`src/hdl/wdt_pkg.sv`:
```
// Constants shared by the program loop watchdog and its testbench.
// Assumes a 100 MHz system clock and a 32-bit AXI4-Lite register bus.
package wdt_pkg;
	// ==========================================
	// Register byte offsets
	localparam logic [7:0] OFS_CTRL = 8'h00;
	localparam logic [7:0] OFS_RESTART = 8'h04;
	localparam logic [7:0] OFS_BITOP = 8'h08;
	localparam logic [7:0] OFS_COUNT = 8'h0c;
	localparam logic [7:0] OFS_CAUSE = 8'h10;
	localparam logic [7:0] OFS_IRQ_STATUS = 8'h14;
	localparam logic [7:0] OFS_IRQ_MASK = 8'h18;
	// ==========================================
	// Field positions and reset values
	localparam int CTRL_ON_BIT = 0;
	localparam int CTRL_STBY_BIT = 1;
	localparam int CTRL_WIN_LSB = 2;
	localparam int CTRL_INT_EN_BIT = 4;
	localparam logic [4:0] CTRL_RESET = 5'h01;
	localparam logic [7:0] RESTART_KEY = 8'hac;
	localparam int CAUSE_WDT_BIT = 4;
	localparam int IRQ_INTERVAL_BIT = 0;
	localparam int IRQ_FAULT_BIT = 1;
	localparam logic [1:0] IRQ_MASK_RESET = 2'h0;
	localparam logic [1:0] AXI_OKAY = 2'h0;
	localparam logic [1:0] AXI_SLVERR = 2'h2;
	// ==========================================
	// Timing
	localparam int CLK_PERIOD_NS = 10;
	localparam int RESET_HOLD_NS = 200;
	localparam int RESET_HOLD_CYCLES = (RESET_HOLD_NS + CLK_PERIOD_NS - 1) / CLK_PERIOD_NS;
	// ==========================================
	// Types
	typedef enum logic [1:0] {WIN_FULL, WIN_75, WIN_50, WIN_RSVD} window_type;
	typedef enum logic {WDT_RUNNING, WDT_RESETTING} reset_state_type;
endpackage

```
`src/hdl/program_loop_watchdog.sv`:
```
// Program loop watchdog with AXI4-Lite registers and one level interrupt.
// Assumes low_speed_clk is the free-running low-speed oscillator pin and
// standby_stop comes from power control logic on mclk.
//
// Design decisions made here: the AXI4-Lite slave port and the placing of the registers.
`timescale 1ns/10ps
// Contract
// RULE1: Counter advances only on edges of the low-speed oscillator clock.
// RULE2: Counter overflow without restart raises the internal reset.
// RULE3: A single-bit access to the restart register raises the internal reset.
// RULE4: Writing any value except the key to the restart register resets.
// RULE5: Writing the restart register while the window is closed resets.
// RULE6: A watchdog reset sets bit 4 of the reset cause register.
// RULE7: Interval interrupt raised when count reaches 75 percent of overflow.
// RULE8: In standby the counter runs only with both option bits set.
// RULE9: Software writes the key in the open window; counter restarts from zero.
module program_loop_watchdog #(
	parameter int COUNT_W = 12,
	parameter logic [COUNT_W-1:0] OVERFLOW_TICKS = 12'h800
) (
	// Clock, reset, enable
	input wire logic mclk,
	input wire logic rst_n,
	input wire logic ce,
	// Low-speed oscillator and power state
	input wire logic low_speed_clk,
	input wire logic standby_stop,
	// AXI4-Lite write address and data
	input wire logic [7:0] s_axi_awaddr,
	input wire logic s_axi_awvalid,
	output logic s_axi_awready,
	input wire logic [31:0] s_axi_wdata,
	input wire logic [3:0] s_axi_wstrb,
	input wire logic s_axi_wvalid,
	output logic s_axi_wready,
	// AXI4-Lite write response
	output logic [1:0] s_axi_bresp,
	output logic s_axi_bvalid,
	input wire logic s_axi_bready,
	// AXI4-Lite read
	input wire logic [7:0] s_axi_araddr,
	input wire logic s_axi_arvalid,
	output logic s_axi_arready,
	output logic [31:0] s_axi_rdata,
	output logic [1:0] s_axi_rresp,
	output logic s_axi_rvalid,
	input wire logic s_axi_rready,
	// Results
	output logic watchdog_reset,
	output logic irq
);
	localparam logic [COUNT_W-1:0] INTERVAL_POINT = COUNT_W'((OVERFLOW_TICKS / 4) * 3);
	localparam logic [COUNT_W-1:0] QUARTER = COUNT_W'(OVERFLOW_TICKS / 4);
	localparam logic [COUNT_W-1:0] HALF = COUNT_W'(OVERFLOW_TICKS / 2);
	localparam int HOLD_W = $clog2(wdt_pkg::RESET_HOLD_CYCLES + 1);
	localparam logic [HOLD_W-1:0] HOLD_LAST = HOLD_W'(wdt_pkg::RESET_HOLD_CYCLES - 1);

	logic ls_rise;
	logic [COUNT_W-1:0] count;
	logic [4:0] ctrl;
	logic cause_flag;
	logic [1:0] irq_status;
	logic [1:0] irq_mask;
	logic aw_held;
	logic w_held;
	logic [7:0] aw_addr;
	logic [31:0] w_data;
	logic [3:0] w_strb;
	logic do_write;
	logic do_read;
	logic [7:0] rd_addr;
	logic [31:0] next_rdata;
	logic next_rerr;
	logic werr;
	wdt_pkg::reset_state_type state;
	logic [HOLD_W-1:0] hold_count;
	wdt_pkg::window_type win_sel;
	logic [COUNT_W-1:0] closed_limit;
	logic window_closed;
	logic run;
	logic advance;
	logic overflow_event;
	logic interval_event;
	logic restart_write;
	logic bitop_fault;
	logic key_fault;
	logic window_fault;
	logic good_restart;
	logic fault_event;
	logic clear_count;

	// ==========================================
	// Low-speed clock sampling and counter
	// RULE1: only low-speed edges step the count
	pin_sync ls_sync (
		.mclk(mclk),
		.rst_n(rst_n),
		.ce(ce),
		.pin(low_speed_clk),
		.level(),
		.rise(ls_rise)
	);

	lowspeed_counter #(.W(COUNT_W)) counter (
		.mclk(mclk),
		.rst_n(rst_n),
		.ce(ce),
		.advance(advance),
		.clear(clear_count),
		.count(count)
	);

	// RULE8: standby needs both option bits
	assign run = ctrl[wdt_pkg::CTRL_ON_BIT] && (!standby_stop || ctrl[wdt_pkg::CTRL_STBY_BIT]);
	assign advance = ls_rise && run && (state == wdt_pkg::WDT_RUNNING);

	// ==========================================
	// Fault detection
	// RULE2: overflow point reached unrestarted
	assign overflow_event = advance && (count == OVERFLOW_TICKS - 1'b1);
	// RULE7: interval warning at three quarters
	assign interval_event = advance && (count == INTERVAL_POINT - 1'b1);

	// Closed part of the period, selected in control
	assign win_sel = wdt_pkg::window_type'(ctrl[wdt_pkg::CTRL_WIN_LSB +: 2]);
	always_comb begin
		unique case (win_sel)
			wdt_pkg::WIN_75: closed_limit = QUARTER;
			wdt_pkg::WIN_50: closed_limit = HALF;
			wdt_pkg::WIN_FULL, wdt_pkg::WIN_RSVD: closed_limit = '0;
		endcase
	end
	assign window_closed = count < closed_limit;

	// Restart writes need lane 0; other lanes alone are ignored
	assign restart_write = do_write && (aw_addr == wdt_pkg::OFS_RESTART) && w_strb[0];
	// RULE3: any write to the bit-operation alias
	assign bitop_fault = do_write && (aw_addr == wdt_pkg::OFS_BITOP);
	// RULE4: wrong key value
	assign key_fault = restart_write && (w_data[7:0] != wdt_pkg::RESTART_KEY);
	// RULE5: key inside the closed window still faults
	assign window_fault = restart_write && !key_fault && window_closed;
	// RULE9: correct key in the open window restarts
	assign good_restart = restart_write && !key_fault && !window_closed;

	assign fault_event = (state == wdt_pkg::WDT_RUNNING) && run &&
		(overflow_event || bitop_fault || key_fault || window_fault);
	assign clear_count = good_restart || fault_event || (state == wdt_pkg::WDT_RESETTING);

	// ==========================================
	// Internal reset pulse; fixed hold keeps it visible to slow reset trees
	// RULE2: assert internal reset on fault
	always_ff @(posedge mclk or negedge rst_n) begin
		if (!rst_n) begin
			state <= wdt_pkg::WDT_RUNNING;
			hold_count <= '0;
		end else if (ce) begin
			unique case (state)
				wdt_pkg::WDT_RUNNING: begin
					hold_count <= '0;
					if (fault_event) begin
						state <= wdt_pkg::WDT_RESETTING;
					end
				end
				wdt_pkg::WDT_RESETTING: begin
					hold_count <= hold_count + 1'b1;
					if (hold_count == HOLD_LAST) begin
						state <= wdt_pkg::WDT_RUNNING;
					end
				end
			endcase
		end
	end
	assign watchdog_reset = (state == wdt_pkg::WDT_RESETTING);

	// ==========================================
	// Cause flag; survives the internal reset, read clears, set wins
	// RULE6: watchdog reset marks its cause
	always_ff @(posedge mclk or negedge rst_n) begin
		if (!rst_n) begin
			cause_flag <= 1'b0;
		end else if (ce) begin
			if (fault_event) begin
				cause_flag <= 1'b1;
			end else if (do_read && rd_addr == wdt_pkg::OFS_CAUSE) begin
				cause_flag <= 1'b0;
			end
		end
	end

	// Sticky interrupt status, read clears, set wins
	// RULE7: interval event gated by its enable
	always_ff @(posedge mclk or negedge rst_n) begin
		if (!rst_n) begin
			irq_status <= '0;
		end else if (ce) begin
			if (do_read && rd_addr == wdt_pkg::OFS_IRQ_STATUS) begin
				irq_status <= '0;
			end
			if (interval_event && ctrl[wdt_pkg::CTRL_INT_EN_BIT]) begin
				irq_status[wdt_pkg::IRQ_INTERVAL_BIT] <= 1'b1;
			end
			if (fault_event) begin
				irq_status[wdt_pkg::IRQ_FAULT_BIT] <= 1'b1;
			end
		end
	end
	assign irq = |(irq_status & irq_mask);

	// ==========================================
	// AXI4-Lite write side; address and data taken in either order
	assign s_axi_awready = ce && !aw_held && !s_axi_bvalid;
	assign s_axi_wready = ce && !w_held && !s_axi_bvalid;
	assign do_write = ce && aw_held && w_held && !s_axi_bvalid;

	always_ff @(posedge mclk or negedge rst_n) begin
		if (!rst_n) begin
			aw_held <= 1'b0;
			w_held <= 1'b0;
			aw_addr <= '0;
			w_data <= '0;
			w_strb <= '0;
		end else if (ce) begin
			if (s_axi_awvalid && s_axi_awready) begin
				aw_held <= 1'b1;
				aw_addr <= {s_axi_awaddr[7:2], 2'b00};
			end else if (do_write) begin
				aw_held <= 1'b0;
			end
			if (s_axi_wvalid && s_axi_wready) begin
				w_held <= 1'b1;
				w_data <= s_axi_wdata;
				w_strb <= s_axi_wstrb;
			end else if (do_write) begin
				w_held <= 1'b0;
			end
		end
	end

	// Decode of writable offsets
	assign werr = !(aw_addr == wdt_pkg::OFS_CTRL || aw_addr == wdt_pkg::OFS_RESTART ||
		aw_addr == wdt_pkg::OFS_BITOP || aw_addr == wdt_pkg::OFS_IRQ_MASK);

	// Write response and register update
	always_ff @(posedge mclk or negedge rst_n) begin
		if (!rst_n) begin
			s_axi_bvalid <= 1'b0;
			s_axi_bresp <= wdt_pkg::AXI_OKAY;
			ctrl <= wdt_pkg::CTRL_RESET;
			irq_mask <= wdt_pkg::IRQ_MASK_RESET;
		end else if (ce) begin
			if (do_write) begin
				s_axi_bvalid <= 1'b1;
				s_axi_bresp <= werr ? wdt_pkg::AXI_SLVERR : wdt_pkg::AXI_OKAY;
				if (aw_addr == wdt_pkg::OFS_CTRL && w_strb[0]) begin
					ctrl <= w_data[4:0];
				end
				if (aw_addr == wdt_pkg::OFS_IRQ_MASK && w_strb[0]) begin
					irq_mask <= w_data[1:0];
				end
			end else if (s_axi_bready) begin
				s_axi_bvalid <= 1'b0;
			end
		end
	end

	// ==========================================
	// AXI4-Lite read side; one read outstanding
	assign s_axi_arready = ce && !s_axi_rvalid;
	assign do_read = s_axi_arvalid && s_axi_arready;
	assign rd_addr = {s_axi_araddr[7:2], 2'b00};

	// Read mux; unused bits read zero
	always_comb begin
		next_rdata = '0;
		next_rerr = 1'b0;
		unique case (rd_addr)
			wdt_pkg::OFS_CTRL: next_rdata[4:0] = ctrl;
			wdt_pkg::OFS_RESTART, wdt_pkg::OFS_BITOP: next_rdata = '0;
			wdt_pkg::OFS_COUNT: next_rdata[COUNT_W-1:0] = count;
			wdt_pkg::OFS_CAUSE: next_rdata[wdt_pkg::CAUSE_WDT_BIT] = cause_flag;
			wdt_pkg::OFS_IRQ_STATUS: next_rdata[1:0] = irq_status;
			wdt_pkg::OFS_IRQ_MASK: next_rdata[1:0] = irq_mask;
			default: next_rerr = 1'b1;
		endcase
	end

	always_ff @(posedge mclk or negedge rst_n) begin
		if (!rst_n) begin
			s_axi_rvalid <= 1'b0;
			s_axi_rdata <= '0;
			s_axi_rresp <= wdt_pkg::AXI_OKAY;
		end else if (ce) begin
			if (do_read) begin
				s_axi_rvalid <= 1'b1;
				s_axi_rdata <= next_rdata;
				s_axi_rresp <= next_rerr ? wdt_pkg::AXI_SLVERR : wdt_pkg::AXI_OKAY;
			end else if (s_axi_rready) begin
				s_axi_rvalid <= 1'b0;
			end
		end
	end
endmodule

```
`src/hdl/pin_sync.sv`:
```
// Three-stage synchroniser with agreement filter and rising-edge pulse.
// Assumes the input is asynchronous to mclk and slower than mclk / 4.
`timescale 1ns/10ps
module pin_sync (
	// Clock, reset, enable
	input wire logic mclk,
	input wire logic rst_n,
	input wire logic ce,
	// Pin and filtered result
	input wire logic pin,
	output logic level,
	output logic rise
);
	logic stage1;
	logic stage2;
	logic stage3;

	// ==========================================
	// Chain; stage1 feeds only stage2
	always_ff @(posedge mclk or negedge rst_n) begin
		if (!rst_n) begin
			stage1 <= 1'b0;
			stage2 <= 1'b0;
			stage3 <= 1'b0;
		end else if (ce) begin
			stage1 <= pin;
			stage2 <= stage1;
			stage3 <= stage2;
		end
	end

	// Level follows only when two late stages agree
	always_ff @(posedge mclk or negedge rst_n) begin
		if (!rst_n) begin
			level <= 1'b0;
			rise <= 1'b0;
		end else if (ce) begin
			rise <= (stage2 == stage3) && stage3 && !level;
			if (stage2 == stage3) begin
				level <= stage3;
			end
		end
	end
endmodule

```
`src/hdl/lowspeed_counter.sv`:
```
// Up counter advanced by low-speed clock ticks, with synchronous clear.
// Assumes advance is a one-cycle pulse on mclk.
`timescale 1ns/10ps
module lowspeed_counter #(
	parameter int W = 12
) (
	// Clock, reset, enable
	input wire logic mclk,
	input wire logic rst_n,
	input wire logic ce,
	// Control
	input wire logic advance,
	input wire logic clear,
	// Count value
	output logic [W-1:0] count
);
	// ==========================================
	// Clear beats advance so a restart is never lost
	always_ff @(posedge mclk or negedge rst_n) begin
		if (!rst_n) begin
			count <= '0;
		end else if (ce) begin
			if (clear) begin
				count <= '0;
			end else if (advance) begin
				count <= count + 1'b1;
			end
		end
	end
endmodule

```
`config.mk`:
```
export PLATFORM = sky130hd
export DESIGN_NAME = program_loop_watchdog
export DESIGN_NICKNAME = d
export VERILOG_FILES = /design/src/hdl/wdt_pkg.sv /design/src/hdl/program_loop_watchdog.sv /design/src/hdl/pin_sync.sv /design/src/hdl/lowspeed_counter.sv
export SDC_FILE = /design/constraint.sdc
export NUM_CORES = 1
export LEC_CHECK = 0
export ABC_AREA = 1
export BUFFER_PORTS_ARGS = -buffer_cell sky130_fd_sc_hd__buf_4
export CORE_ASPECT_RATIO = 1.2
export CORE_UTILIZATION = 48
export CTS_BUF_LIST = sky130_fd_sc_hd__clkbuf_4 sky130_fd_sc_hd__clkbuf_8
export CTS_CLUSTER_DIAMETER = 120
export DETAILED_ROUTE_END_ITERATION = 12
export GPL_ROUTABILITY_DRIVEN = 0
export PLACE_DENSITY = 0.78
export SYNTH_ARGS = -nofsm -noshare
export SYNTH_HDL_FRONTEND = slang
export SYNTH_SLANG_ARGS = --single-unit
```
`constraint.sdc`:
```
create_clock -name mclk -period 1.4 [get_ports mclk]
set_input_delay 0.28 -clock mclk [delete_from_list [all_inputs] [get_ports mclk]]
set_output_delay 0.28 -clock mclk [all_outputs]
set_load 0.02 [all_outputs]
```
# After elaboration in Yosys (flattened, before gate mapping)
# Cells that the tools add are included.
word_totals:
  reg_bits: 68
  wordCells: 148
  out_inout_bits: 43
  inputBits: 62
op_classes:
  order_cmp: 1
  mux: 25
  eq_ne: 17
  reduce_logical: 78
  n_addsub: 2
  bitwise_logic: 2
op_table:
  columns: ["cell", "count"]
  rows:
  - ["12-bit one-hot mux with 3 select lines", 1]
  - ["1-bit logical AND", 32]
  - ["2-bit AND reduction", 13]
  - ["12-bit by 11-bit == test with 1-bit output, second input constant", 2]
  - ["6-bit by 3-bit == test with 1-bit output, second input constant", 4]
  - ["12-bit 2-to-1 mux", 2]
  - ["6-bit by 2-bit == test with 1-bit output, second input constant", 3]
  - ["8-bit logical NOT", 2]
  - ["2-bit nonzero test", 8]
  - ["1-bit 2-to-1 mux", 13]
  - ["12-bit by 1-bit adder with 12-bit output, second input constant", 1]
  - ["6-bit by 1-bit == test with 1-bit output, second input constant", 2]
  - ["12-bit < comparator", 1]
  - ["5-bit one-hot mux with 2 select lines", 1]
  - ["1-bit logical OR", 9]
  - ["1-bit logical NOT", 8]
  - ["8-bit != test, second input constant", 1]
  - ["2-bit one-hot mux with 4 select lines", 1]
  - ["7-bit 2-to-1 mux", 1]
  - ["7-bit OR reduction", 1]
  - ["2-bit 2-to-1 mux", 3]
  - ["3-bit AND reduction", 2]
  - ["5-bit by 1-bit adder with 5-bit output, second input constant", 1]
  - ["5-bit == test, second input constant", 1]
  - ["10 further kinds", 12]

# Longest topological paths before layout
depth:
  ltp_word: 15
  ltp_mapped: 15
  mapped_depth_nobuf: 14

# Cells and area by module
# A second synthesis with hierarchy kept.
hier_totals:
  cells_unflattened: 427
  area_unflattened_um2: 3508.4
by_module_without_submodules:
  columns: ["mod", "n_inst", "area_each_um2", "seq_area_each_um2", "cells_each"]
  rows:
  - ["program_loop_watchdog", 1, 2601.2, 1227.4, 306]
  - ["lowspeed_counter", 1, 696.9, 300.3, 97]
  - ["pin_sync", 1, 210.2, 125.1, 24]

# Worst setup path before layout
# Ideal clock, no wire load.
synth_path:
  path_kind: "reg2reg"
  from: "register s_axi_bvalid"
  to: "register w_data[1]"
  path_buffers: 1
  slack_ns: -0.251
  arrival_ns: 1.518
  stages_incl_launch_ff: 8
  setup_ns: 0.133
  synth_period_minus_slack_ns: 1.651
  required_time_ns: 1.267
  cell_sequence: "dfrtp_1 inv_1 nand2_2 nor2_1 nand2_1 clkbuf_1 nor2_1 a21oi_1"
synth_between:
  elab_chain_len: 4
synth_lines:
  columns: ["element", "line", "source"]
  rows:
  - ["start, declared", "program_loop_watchdog.sv:38", "output logic s_axi_bvalid,"]
  - ["start signal, assigned", "program_loop_watchdog.sv:247", "s_axi_bvalid <= 1'b0;"]
  - ["start signal, assigned", "program_loop_watchdog.sv:253", "s_axi_bvalid <= 1'b1;"]
  - ["start signal, assigned", "program_loop_watchdog.sv:262", "s_axi_bvalid <= 1'b0;"]
  - ["1-bit logical NOT", "program_loop_watchdog.sv:213", "assign s_axi_wready = ce && !w_held && !s_axi_bvalid;"]
  - ["1-bit logical AND", "program_loop_watchdog.sv:213", null]
  - ["named net s_axi_wready", "program_loop_watchdog.sv:35", "output logic s_axi_wready,"]
  - ["1-bit logical AND", "program_loop_watchdog.sv:230", "if (s_axi_wvalid && s_axi_wready) begin"]
  - ["2-bit AND reduction (no source line)", null, null]
  - ["end signal, assigned", "program_loop_watchdog.sv:232", "w_data <= s_axi_wdata;"]
  - ["end, declared", "program_loop_watchdog.sv:67", "logic [31:0] w_data;"]
# The timed path passes the listed nets, and every way through them passes these cells.
# A chain may end at the register's enable or synchronous reset.

# Final worst setup path
layout_path:
  from: "register ctrl[2]"
  to: "register counter.count[3]"
layout_between:
  elab_chain_len: 11
  elab_cells_between_ends: 17
  classes_between: "order compare (1); eq/ne (3); mux (2); reduce/logical (11)"
layout_lines:
  columns: ["element", "line", "source"]
  rows:
  - ["start, declared", "program_loop_watchdog.sv:60", "logic [4:0] ctrl;"]
  - ["start signal, assigned", "program_loop_watchdog.sv:249", "ctrl <= wdt_pkg::CTRL_RESET;"]
  - ["start signal, assigned", "program_loop_watchdog.sv:256", "ctrl <= w_data[4:0];"]
  - ["2-bit == test / 2-bit logical NOT (equally long branches)", "program_loop_watchdog.sv:127", "unique case (win_sel)"]
  - ["2-bit OR reduction", "program_loop_watchdog.sv:127", null]
  - ["12-bit one-hot mux with 3 select lines *", "program_loop_watchdog.sv:127", null]
  - ["12-bit < comparator *", "program_loop_watchdog.sv:133", "assign window_closed = count < closed_limit;"]
  - ["1-bit logical AND", "program_loop_watchdog.sv:142", "assign window_fault = restart_write && !key_fault && window_closed;"]
  - ["1-bit logical OR", "program_loop_watchdog.sv:147", "(overflow_event || bitop_fault || key_fault || window_fault);"]
  - ["1-bit logical AND", "program_loop_watchdog.sv:146", "assign fault_event = (state == wdt_pkg::WDT_RUNNING) && run &&"]
  - ["1-bit logical OR * (2 in a row)", "program_loop_watchdog.sv:148", "assign clear_count = good_restart || fault_event || (state == wdt_pkg::WDT_RESETTING);"]
  - ["2-bit nonzero test (no source line)", null, null]
  - ["2-bit AND reduction (no source line)", null, null]
  - ["end signal, assigned", "lowspeed_counter.sv:26", "count <= count + 1'b1;"]
  - ["end, declared", "lowspeed_counter.sv:15", "output logic [W-1:0] count"]
# Every way passes the cells marked *; elsewhere a longest branch is shown, timed or not. The select of a mux whose other input is x is not followed.

==> impl_metrics.prom <==
# TYPE chip_impl_metric gauge
chip_impl_metric{name="port_buffers",unit=""} 51
chip_impl_info{name="ordered_cell_list_for_the_critical_path",value="inv_1, nand2_1, ha_1, nand2_1, nand2_1, nand2_1, inv_1, nand2_1, nand2_2, clkinv_2, nand3_4, nand2_4, nand2_1, nand2_1"} 1
chip_impl_info{name="unrepaired_setup_endpoints_after_global_routing",value="yes"} 1
chip_impl_metric{name="grt_use_total",unit="%"} 23.0
chip_impl_info{name="crit_path_start",value="ctrl[2]$_DFFE_PN0P_"} 1
chip_impl_metric{name="synth_sequential_area_ratio",unit="%"} 47.6
chip_impl_info{name="endpoint",value="counter.count[3]$_DFFE_PN0P_"} 1
chip_impl_info{name="worstSetupEndpointType",value="flop"} 1
chip_impl_metric{name="htree_num_levels",unit=""} 3
chip_impl_metric{name="hold_violations",unit=""} 0
chip_impl_metric{name="timing.critical_path.slowest_cell_delay",unit="ns"} 0.38
chip_impl_metric{name="cp_data_required_time",unit="ns"} 1.63
chip_impl_info{name="critical_path.reg2reg.endpoint",value="counter.count[3]$_DFFE_PN0P_"} 1
chip_impl_metric{name="worst_slack",unit="ns"} -0.275
chip_impl_metric{name="internal_power",unit="mW"} 4.25
chip_impl_metric{name="drt_iter0_markers",unit=""} 228
chip_impl_info{name="worstSetupStartpointType",value="flop"} 1
chip_impl_metric{name="final-instance-count-excl-fill",unit=""} 627
chip_impl_info{name="failed_checks",value="negative setup slack"} 1
chip_impl_info{name="synth_top_flop_cell",value="sky130_fd_sc_hd__dfrtp_1"} 1
chip_impl_metric{name="cp_num_buf_inv",unit=""} 3
chip_impl_metric{name="placed_cell_area",unit="um^2"} 4310
chip_impl_metric{name="p_switching",unit="mW"} 2.13
chip_impl_metric{name="floorplan.io_pins",unit=""} 105
chip_impl_metric{name="cp.depth",unit=""} 14
chip_impl_info{name="critPathMostFrequentCell",value="sky130_fd_sc_hd__nand2_1"} 1
chip_impl_info{name="crit_path_top_delay_cell",value="sky130_fd_sc_hd__dfrtp_1"} 1
chip_impl_metric{name="globalRouteOverflowTotal",unit=""} 0
chip_impl_metric{name="synth.ff_latch_count",unit=""} 66
chip_impl_metric{name="post-place-ws",unit="ns"} -0.304
chip_impl_metric{name="post_route_cell_area",unit="um^2"} 4680
chip_impl_metric{name="clockPowerShare",unit="%"} 28.1
chip_impl_info{name="cts_root_buf",value="sky130_fd_sc_hd__clkbuf_8"} 1
chip_impl_metric{name="finalWirelength",unit="um"} 8040
chip_impl_metric{name="path_max_fanout",unit=""} 6
chip_impl_metric{name="totalPowerFinal",unit="mW"} 6.38
chip_impl_metric{name="cts.sinks",unit=""} 66
chip_impl_metric{name="initial_antenna_violation_count",unit=""} 0
chip_impl_metric{name="grt_pass1_wl",unit="um"} 13200
chip_impl_metric{name="route.detailed.drc",unit=""} 0
chip_impl_metric{name="numCtsBuffers",unit=""} 9
chip_impl_metric{name="power.combinational.fraction",unit="%"} 31.7
chip_impl_metric{name="achievable-frequency",unit="MHz"} 597
chip_impl_metric{name="vias",unit=""} 3118
chip_impl_metric{name="period_share",unit="%"} 120
chip_impl_info{name="largest_family_of_logic_cells_by_synthesized_area",value="simple AND/OR/NAND/NOR gates"} 1
chip_impl_metric{name="cts-root-to-sink-buffers",unit=""} 2
chip_impl_metric{name="start_util",unit="%"} 50.4
chip_impl_metric{name="synth_enable_flop_cells",unit=""} 0
chip_impl_metric{name="slew_viol_final",unit=""} 0
chip_impl_info{name="final_common_cell",value="sky130_fd_sc_hd__buf_4"} 1
chip_impl_info{name="timing.critical_path.max_delay_family",value="simple AND/OR/NAND/NOR gates"} 1
chip_impl_metric{name="clock_latency",unit="ns"} 0.35
chip_impl_metric{name="ff2ff_path_depth",unit=""} 14
chip_impl_metric{name="layout-drive-gt1-share",unit="%"} 33.7
chip_impl_metric{name="antenna_diode_count",unit=""} 0
chip_impl_metric{name="die_y",unit="um"} 95.2
chip_impl_metric{name="synthesis.area_per_instance",unit="um^2"} 8.27
chip_impl_metric{name="synthesis.area",unit="um^2"} 3470
chip_impl_metric{name="yosys_warn_count",unit=""} 0
chip_impl_metric{name="pre_repair_dr_iteration_count",unit=""} 5
chip_impl_metric{name="netlist_instances",unit=""} 420
chip_impl_metric{name="areaGrowthSynthToFinish",unit="%"} 34.7
chip_impl_metric{name="number_of_distinct_library_cells_after_synthesis",unit=""} 39
chip_impl_metric{name="async_set_or_reset_flop_fraction_in_the_synthesized_netlist",unit="%"} 100
chip_impl_metric{name="grt_pass1_vias",unit=""} 2949
chip_impl_metric{name="final_antenna_violating_net_count",unit=""} 0
chip_impl_info{name="outcome",value="finished, violations left"} 1
chip_impl_metric{name="floorplan.core_area",unit="um^2"} 6900
chip_impl_metric{name="count_of_nets_after_finishing",unit=""} 601
chip_impl_metric{name="wl_per_cell",unit="um"} 12.8
chip_impl_metric{name="power.density_cell_area",unit="nW/um^2"} 1360
chip_impl_metric{name="fin_skew",unit="ns"} 0.0118
chip_impl_metric{name="die-area",unit="um^2"} 7580
chip_impl_metric{name="setup.reg_to_reg.worst_slack",unit="ns"} -0.28
chip_impl_info{name="layout_common_cells",value="sky130_fd_sc_hd__buf_4, sky130_fd_sc_hd__nand2_1, sky130_fd_sc_hd__dfrtp_1"} 1
chip_impl_metric{name="synth_xor_xnor_area_share",unit="%"} 2.02
chip_impl_metric{name="minimum_clock_period_after_layout",unit="ns"} 1.68
chip_impl_metric{name="peakVddDrop",unit="V"} 0.00106
chip_impl_metric{name="die_x",unit="um"} 79.7
chip_impl_metric{name="seq_power_share",unit="%"} 40.2
chip_impl_metric{name="leakage",unit="nW"} 2.43
chip_impl_metric{name="clkSlewWorstSetupHoldPaths",unit="ns"} 0.07
chip_impl_info{name="timing_worst_setup_path_type",value="flop to flop"} 1
chip_impl_metric{name="hpwl",unit="um"} 5740
chip_impl_metric{name="grt_start_max_net_pins",unit=""} 25
chip_impl_metric{name="routed_via_density",unit=""} 4.97
chip_impl_metric{name="muxShareOfSynthArea",unit="%"} 1.95
chip_impl_info{name="r2r_start",value="ctrl[2]$_DFFE_PN0P_"} 1
chip_impl_metric{name="synth_compound_area_share",unit="%"} 8.18
chip_impl_metric{name="post_synth_and_or_nand_nor_area_fraction",unit="%"} 26.3
chip_impl_metric{name="critPathArrivalTime",unit="ns"} 1.91
chip_impl_metric{name="placed_cells",unit=""} 603
chip_impl_info{name="clock_tree_from_tritoncts",value="yes"} 1
chip_impl_metric{name="adder_cell_area_share_of_the_yosys_netlist",unit="%"} 1.44
chip_impl_metric{name="num_rows",unit=""} 33
chip_impl_info{name="min-delay-path-class",value="primary input to flop"} 1
chip_impl_metric{name="setup-violations-final",unit=""} 19
chip_impl_metric{name="netSwitchingFraction",unit="%"} 33.4
chip_impl_metric{name="drv.max_cap_violation_count",unit=""} 0
## worst register-to-register path: stages (launching register included)
cell and delay [ns]:
sky130_fd_sc_hd__dfrtp_1 0.38, sky130_fd_sc_hd__inv_1 0.05, sky130_fd_sc_hd__nand2_1 0.05, sky130_fd_sc_hd__ha_1 0.27
sky130_fd_sc_hd__nand2_1 0.05, sky130_fd_sc_hd__nand2_1 0.05, sky130_fd_sc_hd__nand2_1 0.07, sky130_fd_sc_hd__inv_1 0.05
sky130_fd_sc_hd__nand2_1 0.05, sky130_fd_sc_hd__nand2_2 0.11, sky130_fd_sc_hd__clkinv_2 0.08, sky130_fd_sc_hd__nand3_4 0.13
sky130_fd_sc_hd__nand2_4 0.10, sky130_fd_sc_hd__nand2_1 0.08, sky130_fd_sc_hd__nand2_1 0.05
## routing by layer
metal / up-vias / routed length [um] / global-route usage [%]
met2: 123 / 4100 / 41.2
met3: 16 / 469 / 4.69
met4: 0 / 133 / 8.94
met5: - / 0 / 0
li1: 1540 / - / -
met1: 1439 / 3340 / 26.8
## synth_stat cells (all sizes together) (2+ instances only)
master  count  area (um^2)
nand3      22          125
o31ai       4         30.0
xor2        7         61.3
nor3        3         20.0
nor2       40          170
nand4      17          113
ha          4         50.1
inv        47          176
buf        29          221
a21oi      17         88.8
nand2     112          448
o21a        2         15.0
nor4        3         18.8
mux2        6         67.6
o22ai       2         12.5
a22oi       2         15.0
dfrtp      65         1630
o21ai      21          105
clkinv      3         11.3
clkbuf      6         22.5
## logic make-up after synthesis
group / count (synthesis)
fa+ha+maj: 4
other cells: 1
flops: 66
simple gates: 200
mux: 6
buf+inv: 85
xor+xnor: 8
compound gates: 50
## final cells by class
cell class	instances	area, um^2
Fill cell	539	2220
Sequential cell	66	1650
Multi-Input combinational cell	291	1570
Timing Repair Buffer	117	933
Inverter	50	189
Clock buffer	10	131
Tap cell	87	109
Clock inverter	6	91.3
## power groups by stage
| stage | Clock (mW) | Sequential, mW | Combinational [mW] |
|---|---|---|---|
| after floorplan | 0 | 2.62 | 1.05 |
| after global placement | 0 | 2.54 | 1.76 |
| after detailed placement | 0 | 2.57 | 1.82 |
| after CTS | 1.83 | 2.55 | 1.93 |
| after global routing | 1.92 | 2.61 | 2.24 |
| final | 1.79 | 2.56 | 2.02 |
## stage by stage
stage	setup TNS (ns)	hold slack, ns	util, %
after floorplan	-1.72	-0.0156	-
after global placement	-4.08	0.211	62.5
after detailed placement	-5.36	0.213	62.5
after CTS	-4.00	0.135	66.8
after global routing	-5.80	0.140	67.8
final	-3.88	0.149	67.8
## worst min-delay path by stage
stage          slack (ns)           from                    endpoint  cells past startpoint
2_1_floorplan       -0.02          rst_n      aw_addr[2]$_DFFE_PN0P_                      0
3_3_place_gp         0.21          rst_n  s_axi_rdata[7]$_DFFE_PN0P_                      1
3_5_place_dp         0.21          rst_n  s_axi_rdata[7]$_DFFE_PN0P_                      1
4_1_cts              0.13  low_speed_clk  ls_sync.stage1$_DFFE_PN0P_                      3
5_1_grt              0.14  low_speed_clk  ls_sync.stage1$_DFFE_PN0P_                      3
6_report             0.15  low_speed_clk  ls_sync.stage1$_DFFE_PN0P_                      3
## sequential cells by signal (all words and copies together), names as in the netlist, 2 cells and up
register and flops:
counter.count 12, s_axi_rdata 12, w_data 8, aw_addr 6
ctrl 5, hold_count 5, irq_mask 2, irq_status 2
## repair_timing
| item | 4_1_cts | 5_1_grt |
|---|---|---|
| gates resized for setup | 9 | 17 |
| hold buffers | 1 | 0 |
| gates cloned | 0 | 1 |
| hold endpoints to repair | 20 | 0 |
| setup buffers | 4 | 3 |
| setup endpoints to repair | 32 | 29 |
| pin swaps | 2 | 8 |
No activity file was read; power rests on OpenSTA's default activity.
